--- src/psg_map.svh ---
// Purpose: Offsets, field positions, reset values and timing counts.
// Assumes: A 40 MHz clock on aclk.
// Notes:   Definitions only; included by every design file that needs them.
`ifndef PSG_MAP_SVH
`define PSG_MAP_SVH

`define PSG_CLK_MHZ      40
`define PSG_NPIN         8
`define PSG_NMC          64

// Register byte offsets.
`define PSG_OFF_CTRL     8'h00
`define PSG_OFF_STATUS   8'h04
`define PSG_OFF_RPWR_LO  8'h08
`define PSG_OFF_RPWR_HI  8'h0c
`define PSG_OFF_ISP      8'h10

// Control fields.
`define PSG_CTRL_PDEN    0
`define PSG_CTRL_SBEN    1
`define PSG_CTRL_JTAGEN  2
`define PSG_CTRL_KEEPEN  3
`define PSG_CTRL_RST     32'h0000_0004

// Programming command fields, write-one pulses.
`define PSG_ISP_START    0
`define PSG_ISP_DONE     1
`define PSG_ISP_ABORT    2

// Timing in ns and derived cycle counts.
`define PSG_IDLE_NS      400
`define PSG_IDLE_CYC     ((`PSG_IDLE_NS * `PSG_CLK_MHZ + 999) / 1000)
`define PSG_RESUME_NS    1000
`define PSG_RESUME_CYC   ((`PSG_RESUME_NS * `PSG_CLK_MHZ) / 1000)

`endif

--- src/psg_pkg.sv ---
// Purpose: Types shared by the power-state and programming-guard block.
// Assumes: Nothing beyond the map header.
// Notes:   State codes are left to the tools.
package psg_pkg;
	typedef enum logic [1:0] {PSG_RUN, PSG_STANDBY, PSG_PDOWN, PSG_RESUME} psg_pwr_t;
	typedef enum logic [1:0] {PSG_ISP_IDLE, PSG_ISP_PROG, PSG_ISP_LOCKED} psg_isp_t;
endpackage : psg_pkg

--- src/psg_reg_if.sv ---
// Purpose: Carries register strobes between the bus slave and the register file.
// Assumes: One write and one read at most in flight.
// Notes:   The register side answers hit flags and read data combinationally.
`timescale 1ns/100ps
`default_nettype none
interface psg_reg_if;
	logic        wr_en;
	logic [7:0]  wr_addr;
	logic [31:0] wr_data;
	logic [3:0]  wr_strb;
	logic        wr_hit;
	logic [7:0]  rd_addr;
	logic [31:0] rd_data;
	logic        rd_hit;
	modport bus  (output wr_en, wr_addr, wr_data, wr_strb, rd_addr,
		input wr_hit, rd_data, rd_hit);
	modport regs (input wr_en, wr_addr, wr_data, wr_strb, rd_addr,
		output wr_hit, rd_data, rd_hit);
endinterface : psg_reg_if
`default_nettype wire

--- src/psg_sync.sv ---
// Purpose: Three-stage synchroniser for pin inputs.
// Assumes: Inputs are asynchronous to aclk.
// Notes:   A change is taken once the second and third stages agree.
`timescale 1ns/100ps
`default_nettype none
module psg_sync #(parameter int W = 1) (
	input  wire logic         aclk,
	input  wire logic         aresetn,
	input  wire logic [W-1:0] d,
	output logic      [W-1:0] q
);
	logic [W-1:0] s1, s2, s3, next_q;

	// Only stage two reads stage one.
	always_ff @(posedge aclk) begin
		if (!aresetn) begin
			s1 <= '0;
			s2 <= '0;
			s3 <= '0;
			q  <= '0;
		end else begin
			s1 <= d;
			s2 <= s1;
			s3 <= s2;
			q  <= next_q;
		end
	end

	// A disagreeing pair keeps the old value, filtering one-cycle glitches.
	for (genvar i = 0; i < W; i++) begin : g_agree
		assign next_q[i] = (s2[i] == s3[i]) ? s3[i] : q[i];
	end
endmodule : psg_sync
`default_nettype wire

--- src/psg_axil.sv ---
// Purpose: AXI4-Lite slave that turns bus cycles into register strobes.
// Assumes: Address and data may arrive in either order.
// Notes:   Ready signals are low in the first cycle after reset.
`timescale 1ns/100ps
`default_nettype none
module psg_axil (
	input  wire logic        aclk,
	input  wire logic        aresetn,
	input  wire logic [7:0]  awaddr,
	input  wire logic        awvalid,
	output logic             awready,
	input  wire logic [31:0] wdata,
	input  wire logic [3:0]  wstrb,
	input  wire logic        wvalid,
	output logic             wready,
	output logic [1:0]       bresp,
	output logic             bvalid,
	input  wire logic        bready,
	input  wire logic [7:0]  araddr,
	input  wire logic        arvalid,
	output logic             arready,
	output logic [31:0]      rdata,
	output logic [1:0]       rresp,
	output logic             rvalid,
	input  wire logic        rready,
	psg_reg_if.bus           rb
);
	logic aw_full, w_full, next_aw_full, next_w_full, next_rvalid;
	wire  aw_take  = awvalid & awready;
	wire  w_take   = wvalid & wready;
	wire  ar_take  = arvalid & arready;
	wire  do_write = aw_full & w_full & ~bvalid;

	assign next_aw_full = do_write ? 1'b0 : (aw_full | aw_take);
	assign next_w_full  = do_write ? 1'b0 : (w_full | w_take);
	assign next_rvalid  = ar_take | (rvalid & ~rready);
	assign rb.wr_en     = do_write;
	assign rb.rd_addr   = araddr;

	// Write path: hold each half until both are in, then answer once.
	always_ff @(posedge aclk) begin
		if (!aresetn) begin
			aw_full <= 1'b0;
			w_full  <= 1'b0;
			awready <= 1'b0;
			wready  <= 1'b0;
			bvalid  <= 1'b0;
			bresp   <= 2'h0;
			rb.wr_addr <= 8'h00;
			rb.wr_data <= 32'h0000_0000;
			rb.wr_strb <= 4'h0;
		end else begin
			aw_full <= next_aw_full;
			w_full  <= next_w_full;
			awready <= ~next_aw_full;
			wready  <= ~next_w_full;
			if (aw_take) rb.wr_addr <= awaddr;
			if (w_take) begin
				rb.wr_data <= wdata;
				rb.wr_strb <= wstrb;
			end
			if (do_write) begin
				bvalid <= 1'b1;
				bresp  <= rb.wr_hit ? 2'h0 : 2'h2;
			end else if (bready) bvalid <= 1'b0;
		end
	end

	// Read path: data is captured at the address handshake.
	always_ff @(posedge aclk) begin
		if (!aresetn) begin
			arready <= 1'b0;
			rvalid  <= 1'b0;
			rdata   <= 32'h0000_0000;
			rresp   <= 2'h0;
		end else begin
			arready <= ~next_rvalid;
			rvalid  <= next_rvalid;
			if (ar_take) begin
				rdata <= rb.rd_hit ? rb.rd_data : 32'h0000_0000;
				rresp <= rb.rd_hit ? 2'h0 : 2'h2;
			end
		end
	end
endmodule : psg_axil
`default_nettype wire

--- src/psg_top.sv ---
// Purpose: Power-state control and programming guard for a logic device.
// Assumes: 40 MHz aclk; pins and power-down inputs are asynchronous.
// Notes:   Registers are reached over AXI4-Lite.
`include "psg_map.svh"
`timescale 1ns/100ps
`default_nettype none
module psg_top import psg_pkg::*; (
	input  wire logic                    aclk,
	input  wire logic                    aresetn,
	input  wire logic [7:0]              s_axi_awaddr,
	input  wire logic                    s_axi_awvalid,
	output logic                         s_axi_awready,
	input  wire logic [31:0]             s_axi_wdata,
	input  wire logic [3:0]              s_axi_wstrb,
	input  wire logic                    s_axi_wvalid,
	output logic                         s_axi_wready,
	output logic [1:0]                   s_axi_bresp,
	output logic                         s_axi_bvalid,
	input  wire logic                    s_axi_bready,
	input  wire logic [7:0]              s_axi_araddr,
	input  wire logic                    s_axi_arvalid,
	output logic                         s_axi_arready,
	output logic [31:0]                  s_axi_rdata,
	output logic [1:0]                   s_axi_rresp,
	output logic                         s_axi_rvalid,
	input  wire logic                    s_axi_rready,
	input  wire logic                    power_down_input_a,
	input  wire logic                    power_down_input_b,
	input  wire logic [`PSG_NPIN-1:0]    pin_in,
	output logic      [`PSG_NPIN-1:0]    pin_out,
	output logic      [`PSG_NPIN-1:0]    pin_oe_n,
	input  wire logic                    jtag_tck,
	input  wire logic                    jtag_tms,
	input  wire logic                    jtag_tdi,
	output logic                         jtag_tdo,
	output logic                         jtag_tdo_oe_n,
	input  wire logic [`PSG_NPIN-1:0]    core_out,
	input  wire logic [`PSG_NPIN-1:0]    core_oe,
	input  wire logic                    core_jtag_out,
	output logic      [`PSG_NPIN+2:0]    core_in,
	output logic                         core_hold,
	output logic                         core_standby,
	output logic      [`PSG_NMC-1:0]     mc_reduced_power
);
	//--------------------------------------------------------------
	// Bus slave and input synchronisers
	//--------------------------------------------------------------
	psg_reg_if rb ();
	logic [`PSG_NPIN+4:0] sync_q;
	logic [31:0]          ctrl;
	logic                 programmed, tdi_bit, tck_q;
	logic [7:0]           idle_cnt, resume_cnt;
	logic [`PSG_NPIN-1:0] pin_prev, core_prev;
	psg_pwr_t             pwr_state, next_pwr;
	psg_isp_t             isp_state, next_isp;

	psg_axil u_axil (
		.aclk    (aclk),
		.aresetn (aresetn),
		.awaddr  (s_axi_awaddr),
		.awvalid (s_axi_awvalid),
		.awready (s_axi_awready),
		.wdata   (s_axi_wdata),
		.wstrb   (s_axi_wstrb),
		.wvalid  (s_axi_wvalid),
		.wready  (s_axi_wready),
		.bresp   (s_axi_bresp),
		.bvalid  (s_axi_bvalid),
		.bready  (s_axi_bready),
		.araddr  (s_axi_araddr),
		.arvalid (s_axi_arvalid),
		.arready (s_axi_arready),
		.rdata   (s_axi_rdata),
		.rresp   (s_axi_rresp),
		.rvalid  (s_axi_rvalid),
		.rready  (s_axi_rready),
		.rb      (rb)
	);

	psg_sync #(.W(`PSG_NPIN + 5)) u_sync (
		.aclk    (aclk),
		.aresetn (aresetn),
		.d       ({power_down_input_a, power_down_input_b, jtag_tck, jtag_tms,
			jtag_tdi, pin_in}),
		.q       (sync_q)
	);

	// Named views of the synchronised inputs.
	wire                 pd_a     = sync_q[`PSG_NPIN+4];
	wire                 pd_b     = sync_q[`PSG_NPIN+3];
	wire [2:0]           jtag_q   = sync_q[`PSG_NPIN+2:`PSG_NPIN];
	wire [`PSG_NPIN-1:0] pins_q   = sync_q[`PSG_NPIN-1:0];

	//--------------------------------------------------------------
	// Register decode
	//--------------------------------------------------------------
	// Byte-lane merge shared by the control and reduced-power registers.
	function automatic logic [31:0] merge(input logic [31:0] old,
		input logic [31:0] data, input logic [3:0] strb);
		logic [31:0] r;
		r = old;
		for (int b = 0; b < 4; b++) begin
			if (strb[b]) r[8*b +: 8] = data[8*b +: 8];
		end
		return r;
	endfunction : merge

	wire wr_ctrl = rb.wr_en && rb.wr_addr == `PSG_OFF_CTRL;
	wire wr_lo   = rb.wr_en && rb.wr_addr == `PSG_OFF_RPWR_LO;
	wire wr_hi   = rb.wr_en && rb.wr_addr == `PSG_OFF_RPWR_HI;
	wire wr_isp  = rb.wr_en && rb.wr_addr == `PSG_OFF_ISP && rb.wr_strb[0];
	wire isp_start = wr_isp && rb.wr_data[`PSG_ISP_START];
	wire isp_done  = wr_isp && rb.wr_data[`PSG_ISP_DONE];
	wire isp_abort = wr_isp && rb.wr_data[`PSG_ISP_ABORT];

	wire pd_en   = ctrl[`PSG_CTRL_PDEN];
	wire sb_en   = ctrl[`PSG_CTRL_SBEN];
	wire jtag_en = ctrl[`PSG_CTRL_JTAGEN];
	wire keep_ok = ctrl[`PSG_CTRL_KEEPEN] & programmed;

	assign rb.wr_hit = rb.wr_addr == `PSG_OFF_CTRL || rb.wr_addr == `PSG_OFF_RPWR_LO
		|| rb.wr_addr == `PSG_OFF_RPWR_HI || rb.wr_addr == `PSG_OFF_ISP
		|| rb.wr_addr == `PSG_OFF_STATUS;
	assign rb.rd_hit = rb.rd_addr == `PSG_OFF_CTRL || rb.rd_addr == `PSG_OFF_RPWR_LO
		|| rb.rd_addr == `PSG_OFF_RPWR_HI || rb.rd_addr == `PSG_OFF_ISP
		|| rb.rd_addr == `PSG_OFF_STATUS;

	// Status shows the block's own state; the command word reads as zero.
	wire [31:0] status = {26'h0, programmed, isp_state == PSG_ISP_LOCKED,
		isp_state == PSG_ISP_PROG, pwr_state == PSG_RESUME,
		pwr_state == PSG_STANDBY, pwr_state == PSG_PDOWN};
	assign rb.rd_data =
		(rb.rd_addr == `PSG_OFF_CTRL)    ? ctrl :
		(rb.rd_addr == `PSG_OFF_STATUS)  ? status :
		(rb.rd_addr == `PSG_OFF_RPWR_LO) ? mc_reduced_power[31:0] :
		(rb.rd_addr == `PSG_OFF_RPWR_HI) ? mc_reduced_power[63:32] : 32'h0000_0000;

	// Configuration registers; per-macrocell bits drive the fabric directly.
	always_ff @(posedge aclk) begin
		if (!aresetn) begin
			ctrl             <= `PSG_CTRL_RST;
			mc_reduced_power <= '0;
		end else begin
			if (wr_ctrl) ctrl <= merge(ctrl, rb.wr_data, rb.wr_strb) & 32'h0000_000f;
			if (wr_lo) mc_reduced_power[31:0] <= merge(mc_reduced_power[31:0],
				rb.wr_data, rb.wr_strb);
			if (wr_hi) mc_reduced_power[63:32] <= merge(mc_reduced_power[63:32],
				rb.wr_data, rb.wr_strb);
		end
	end

	//--------------------------------------------------------------
	// Power state machine
	//--------------------------------------------------------------
	wire pd_req   = pd_en & (pd_a | pd_b);
	wire activity = (pins_q != pin_prev) || (core_out != core_prev);
	wire freeze   = pwr_state == PSG_PDOWN;

	// Resume is only a status window; outputs are released at once.
	always_comb begin
		next_pwr = pwr_state;
		case (pwr_state)
			PSG_RUN: begin
				if (pd_req) next_pwr = PSG_PDOWN;
				else if (sb_en && idle_cnt == 8'(`PSG_IDLE_CYC)) next_pwr = PSG_STANDBY;
			end
			PSG_STANDBY: begin
				if (pd_req) next_pwr = PSG_PDOWN;
				else if (activity || !sb_en) next_pwr = PSG_RUN;
			end
			PSG_PDOWN: begin
				if (!pd_req) next_pwr = PSG_RESUME;
			end
			PSG_RESUME: begin
				if (pd_req) next_pwr = PSG_PDOWN;
				else if (resume_cnt == 8'(`PSG_RESUME_CYC)) next_pwr = PSG_RUN;
			end
			default: next_pwr = PSG_RUN;
		endcase
	end

	always_ff @(posedge aclk) begin
		if (!aresetn) begin
			pwr_state    <= PSG_RUN;
			idle_cnt     <= 8'h00;
			resume_cnt   <= 8'h00;
			pin_prev     <= '0;
			core_prev    <= '0;
			core_hold    <= 1'b0;
			core_standby <= 1'b0;
		end else begin
			pwr_state    <= next_pwr;
			pin_prev     <= pins_q;
			core_prev    <= core_out;
			idle_cnt     <= (activity || pwr_state != PSG_RUN) ? 8'h00
				: (idle_cnt == 8'(`PSG_IDLE_CYC)) ? idle_cnt : idle_cnt + 8'h01;
			resume_cnt   <= (pwr_state == PSG_RESUME) ? resume_cnt + 8'h01 : 8'h00;
			core_hold    <= next_pwr == PSG_PDOWN;
			core_standby <= next_pwr == PSG_STANDBY;
		end
	end

	//--------------------------------------------------------------
	// Programming guard
	//--------------------------------------------------------------
	// Losing the test port mid-session counts as an interruption.
	always_comb begin
		next_isp = isp_state;
		case (isp_state)
			PSG_ISP_IDLE, PSG_ISP_LOCKED: begin
				if (isp_start && jtag_en) next_isp = PSG_ISP_PROG;
			end
			PSG_ISP_PROG: begin
				if (isp_abort || !jtag_en) next_isp = PSG_ISP_LOCKED;
				else if (isp_done) next_isp = PSG_ISP_IDLE;
			end
			default: next_isp = PSG_ISP_IDLE;
		endcase
	end

	always_ff @(posedge aclk) begin
		if (!aresetn) begin
			isp_state  <= PSG_ISP_IDLE;
			programmed <= 1'b0;
		end else begin
			isp_state  <= next_isp;
			if (isp_state == PSG_ISP_PROG && next_isp == PSG_ISP_IDLE) programmed <= 1'b1;
		end
	end

	//--------------------------------------------------------------
	// Pin and core-input stage
	//--------------------------------------------------------------
	// Pins hold in power-down, float when locked, keep level if kept.
	always_ff @(posedge aclk) begin
		if (!aresetn) begin
			pin_out  <= '0;
			pin_oe_n <= '1;
			core_in  <= '0;
		end else if (!freeze) begin
			core_in <= {jtag_en ? 3'h0 : jtag_q, pins_q};
			if (isp_state == PSG_ISP_LOCKED) begin
				pin_oe_n <= '1;
			end else if (isp_state == PSG_ISP_PROG) begin
				if (!keep_ok) pin_oe_n <= '1;
			end else begin
				pin_out  <= core_out;
				pin_oe_n <= ~core_oe;
			end
		end
	end

	// Bypass path on the test port; the pin goes to user logic when off.
	wire tck_rise = jtag_q[2] & ~tck_q;
	always_ff @(posedge aclk) begin
		if (!aresetn) begin
			tck_q         <= 1'b0;
			tdi_bit       <= 1'b0;
			jtag_tdo      <= 1'b0;
			jtag_tdo_oe_n <= 1'b1;
		end else if (!freeze) begin
			tck_q         <= jtag_q[2];
			if (tck_rise) tdi_bit <= jtag_q[0];
			jtag_tdo      <= jtag_en ? tdi_bit : core_jtag_out;
			jtag_tdo_oe_n <= (isp_state == PSG_ISP_LOCKED);
		end
	end
endmodule : psg_top
`default_nettype wire

--- config.mk ---
export PLATFORM = sky130hd
export DESIGN_NAME = psg_top
export DESIGN_NICKNAME = d
export VERILOG_FILES = /design/src/psg_pkg.sv /design/src/psg_reg_if.sv /design/src/psg_sync.sv /design/src/psg_axil.sv /design/src/psg_top.sv
export VERILOG_INCLUDE_DIRS = /design/src
export SDC_FILE = /design/constraint.sdc
export NUM_CORES = 1
export LEC_CHECK = 0
export ABC_AREA = 1
export BUFFER_PORTS_ARGS = -buffer_cell sky130_fd_sc_hd__buf_2
export CORE_ASPECT_RATIO = 0.75
export CORE_MARGIN = 5
export CORE_UTILIZATION = 35
export DETAILED_ROUTE_END_ITERATION = 6
export PLACE_DENSITY = 0.62
export SETUP_SLACK_MARGIN = 0.3
export SLEW_MARGIN = 5
export SYNTH_ARGS = -nofsm -noshare
export SYNTH_HDL_FRONTEND = slang
export SYNTH_SLANG_ARGS = --single-unit
--- constraint.sdc ---
create_clock -name aclk -period 1.9 [get_ports aclk]
set_input_delay 0.19 -clock aclk [delete_from_list [all_inputs] [get_ports aclk]]
set_output_delay 0.19 -clock aclk [all_outputs]
set_load 0.005 [all_outputs]
==> out/qor.yml <==
worst_hold_path:
  worstHoldPathCells: 5
  hp-class: "input pin to register"
synth:
  yosysWarnings: 0
  ys_ff_latch: 275
  syn-instance-count: 1318
  netlist_area_um2: 10300
  ys_seq_area_share_pct: 53.6
  synth_top_area_share_pct: 53.6
  avgSynthCellArea_um2: 7.79
  synth_edf_count: 0
  ys.flop_type: "dfxtp_1"
  synth_cell_types: 41
  yosysTopAreaCell: "dfxtp_1"
  async_flop_share_pct: 0
  synth_area_leaders: "dfxtp_1, a21oi_1, nand2_1"
cells_and_area:
  nets: 1720
  syn2layout_area_growth_pct: 36.9
  final_layout_size_suffix_gt1_share_pct: 22.9
  fin_util_pct: 48.5
timing:
  max_freq_ghz: 0.628
  fin_worst_skew_ns: 0.0159
  holdWs_ns: 0.114
  finalCritPeriodShare_pct: 83.8
  period_needed_ns: 1.59
  relSlewSlack_pct: 52.5
  setup_viol: 0
  worst_slack_ns: 0.308
  hold_viol: 0
  tightest_slew_ns: 0.713
  setup_tns_ns: 0
  drv_slew: 0
  rsz0062_at_grt: "yes"
clocking:
  cts_buffer_depth: 3
  clock_latency_ns: 0.54
  cts_root_buf: "clkbuf_16"
  cts_max_level: 1
  cts_tree: "done"
  clk_pin_slew_ns: 0.06
  clkSinkCount: 275
  cts_made_buffers: 29
worst_setup_path:
  endpoint_kind: "register"
  critPathMaxFanout: 8
  crit_type: "register to register"
  cp-start-kind: "register"
  slowest_stage: "dfxtp_2"
  cp_num_cells: 10
  critPathBufInv: 2
  critPathRequiredTime_ns: 2.32
  reg2reg_depth: 10
  slowest_delay_ns: 0.33
  cp_top_family: "simple AND/OR/NAND/NOR gates"
  arrival_ns: 2.01
  crit_chain: "nor2_4 -> nand2_2 -> buf_6 -> nor3_4 -> nand2_2 -> nor2_4 -> buf_12 -> nand2_8 -> o21ai_2 -> a21oi_2"
job:
  maxCapViolCount: 0
floorplan:
  dieArea_um2: 32900
  core_area_um2: 29000
  io_pins: 225
  num_rows: 54
  die_w_um: 208
  floorplan.initialDensity_pct: 35.4
  dieHeight_um: 158
route:
  drc_errors: 0
  routedWlPerCell_um: 14.8
  drt_wl_total_um: 30300
  routed-via-count: 9541
  ant_nets: 0
  first_pass_iters: 5
  vias_per_cell: 4.67
  drt_iter0_drc: 523
grt:
  grt_pass1_wl_um: 47000
  grt-ovfl-total: 0
  grt_max_degree: 100
  grt_usage_pct: 17.3
  antenna_found_initial: 1
  first_global_vias: 9088
power:
  power.density_nw_per_um2: 915
  power_w: 0.0129
  power_leakage_nw: 6.29
  vdd_drop_max_uv: 594
place:
  io_buffer_count: 222
  place_congestion: 0.836
  dp_slack_ns: 0.129
  hpwl_um: 20500
run_status:
  status: "finished clean"
## layout make-up
type	instances	area, µm²
clock inverter	11	168
multi-input combinational	782	4000
tap	392	490
inverter	203	762
clock buffer	41	871
timing repair buffer	336	2250
sequential	275	5520
antenna	1	2.50
fill	2797	14900
## placed cells by master, fill, tap and decap left out, types with 3 or more instances in the layout
| master | n |
|---|---|
| o21ai_0 | 114 |
| nand2_4 | 4 |
| buf_2 | 222 |
| ha_1 | 4 |
| nor3_1 | 5 |
| clkbuf_8 | 10 |
| inv_1 | 195 |
| clkinv_2 | 3 |
| dlygate4sd3_1 | 78 |
| xor2_1 | 6 |
| buf_12 | 5 |
| a211o_1 | 8 |
| nand2_1 | 204 |
| buf_6 | 6 |
| o211ai_1 | 4 |
| dfxtp_2 | 8 |
| inv_2 | 7 |
| nand2_2 | 5 |
| a21oi_1 | 158 |
| o22ai_1 | 27 |
| buf_4 | 24 |
| o21ai_2 | 19 |
| nor2_1 | 130 |
| a211oi_1 | 3 |
| nor2_2 | 3 |
| a31oi_1 | 10 |
| nor2_4 | 8 |
| nand3_1 | 16 |
| nand4_1 | 5 |
| o21ai_1 | 22 |
| nand2_8 | 3 |
| dfxtp_1 | 267 |
| bufinv_16 | 4 |
| nand3_2 | 3 |
| clkbuf_16 | 29 |
## metal layers
layer	vias to the layer above	wire (µm)	track usage, %
li1	4861	-	-
met4	0	732	4.53
met1	4378	13900	22.7
met2	249	13600	28.8
met5	-	0	0
met3	53	2080	4.35
## kinds of logic (layout without fill, tap and decap cells)
kind of cell	count (synthesis)	in the layout	share of synthesized area [%]
XOR/XNOR	8	8	0.682
other	1	3	0.0365
buffers and inverters	265	591	10.2
AO/OA/AOI/OAI	373	373	19.3
AND/OR/NAND/NOR	392	395	15.7
adder cells (fa/ha/maj)	4	4	0.487
flip-flops	275	275	53.6
## cells in the mapped netlist, drive strengths merged (2+ instances only)
cell type  number
a211o           8
a211oi          3
a21oi         160
a31oi          10
buf            19
clkbuf         43
clkinv          2
dfxtp         275
ha              4
inv           201
nand2         213
nand3          20
nand4           5
nor2          141
nor3            7
nor3b           2
nor4            3
o211ai          4
o21ai         156
o22ai          27
xnor2           2
xor2            6
## state kept, by name (all words and copies together), names as in the netlist, 4 cells and up
register,count
u_axil.rdata,32
core_prev,8
mc_reduced_power,64
idle_cnt,8
u_axil.rb.wr_data,32
u_sync.s2,13
u_sync.q,13
ctrl,4
u_sync.s1,13
resume_cnt,8
pin_out,8
u_sync.s3,13
core_in,11
pin_prev,8
u_axil.rb.wr_strb,4
u_axil.rb.wr_addr,8
pin_oe_n,8
## report_power, final
part | internal [W] | switching (W)
logic | 0.000363 | 0.000449
clock network | 0.00372 | 0.00230
registers | 0.00592 | 0.000107
## path summary, 6_finish.rpt
path,slack (ns),startpoint,end
min reg2reg,0.41,u_sync.s1[2]$_SDFF_PN0_,u_sync.s2[2]$_SDFF_PN0_
max reg2reg,0.31,u_axil.rb.wr_addr[7]$_SDFFE_PN0P_,mc_reduced_power[24]$_SDFFE_PN0P_
min,0.11,s_axi_awvalid,u_axil.rb.wr_addr[6]$_SDFFE_PN0P_
max,0.31,u_axil.rb.wr_addr[7]$_SDFFE_PN0P_,mc_reduced_power[24]$_SDFFE_PN0P_
## tightest hold or removal path, cell delays in order
cell     delay [ns]
buf_2          0.08
nand2_1        0.11
inv_1          0.11
nor2_1         0.04
nor2_1         0.08
## metrics by stage
| step | instances | area, µm² |
|---|---|---|
| finish | 2041 | 14100 |
| global route | 2041 | 14100 |
| CTS | 2027 | 13700 |
| detailed placement | 1894 | 11800 |
| global placement | 1894 | 11800 |
| floorplan | 1319 | 10300 |
## what timing repair did
action,CTS,global route
setup endpoints to repair,33,89
pin swaps,1,8
resized for setup,13,95
hold endpoints to repair,91,0
setup buffers,3,9
hold buffers,78,0
cloned,0,4
Power figures use the tool's default switching activity.
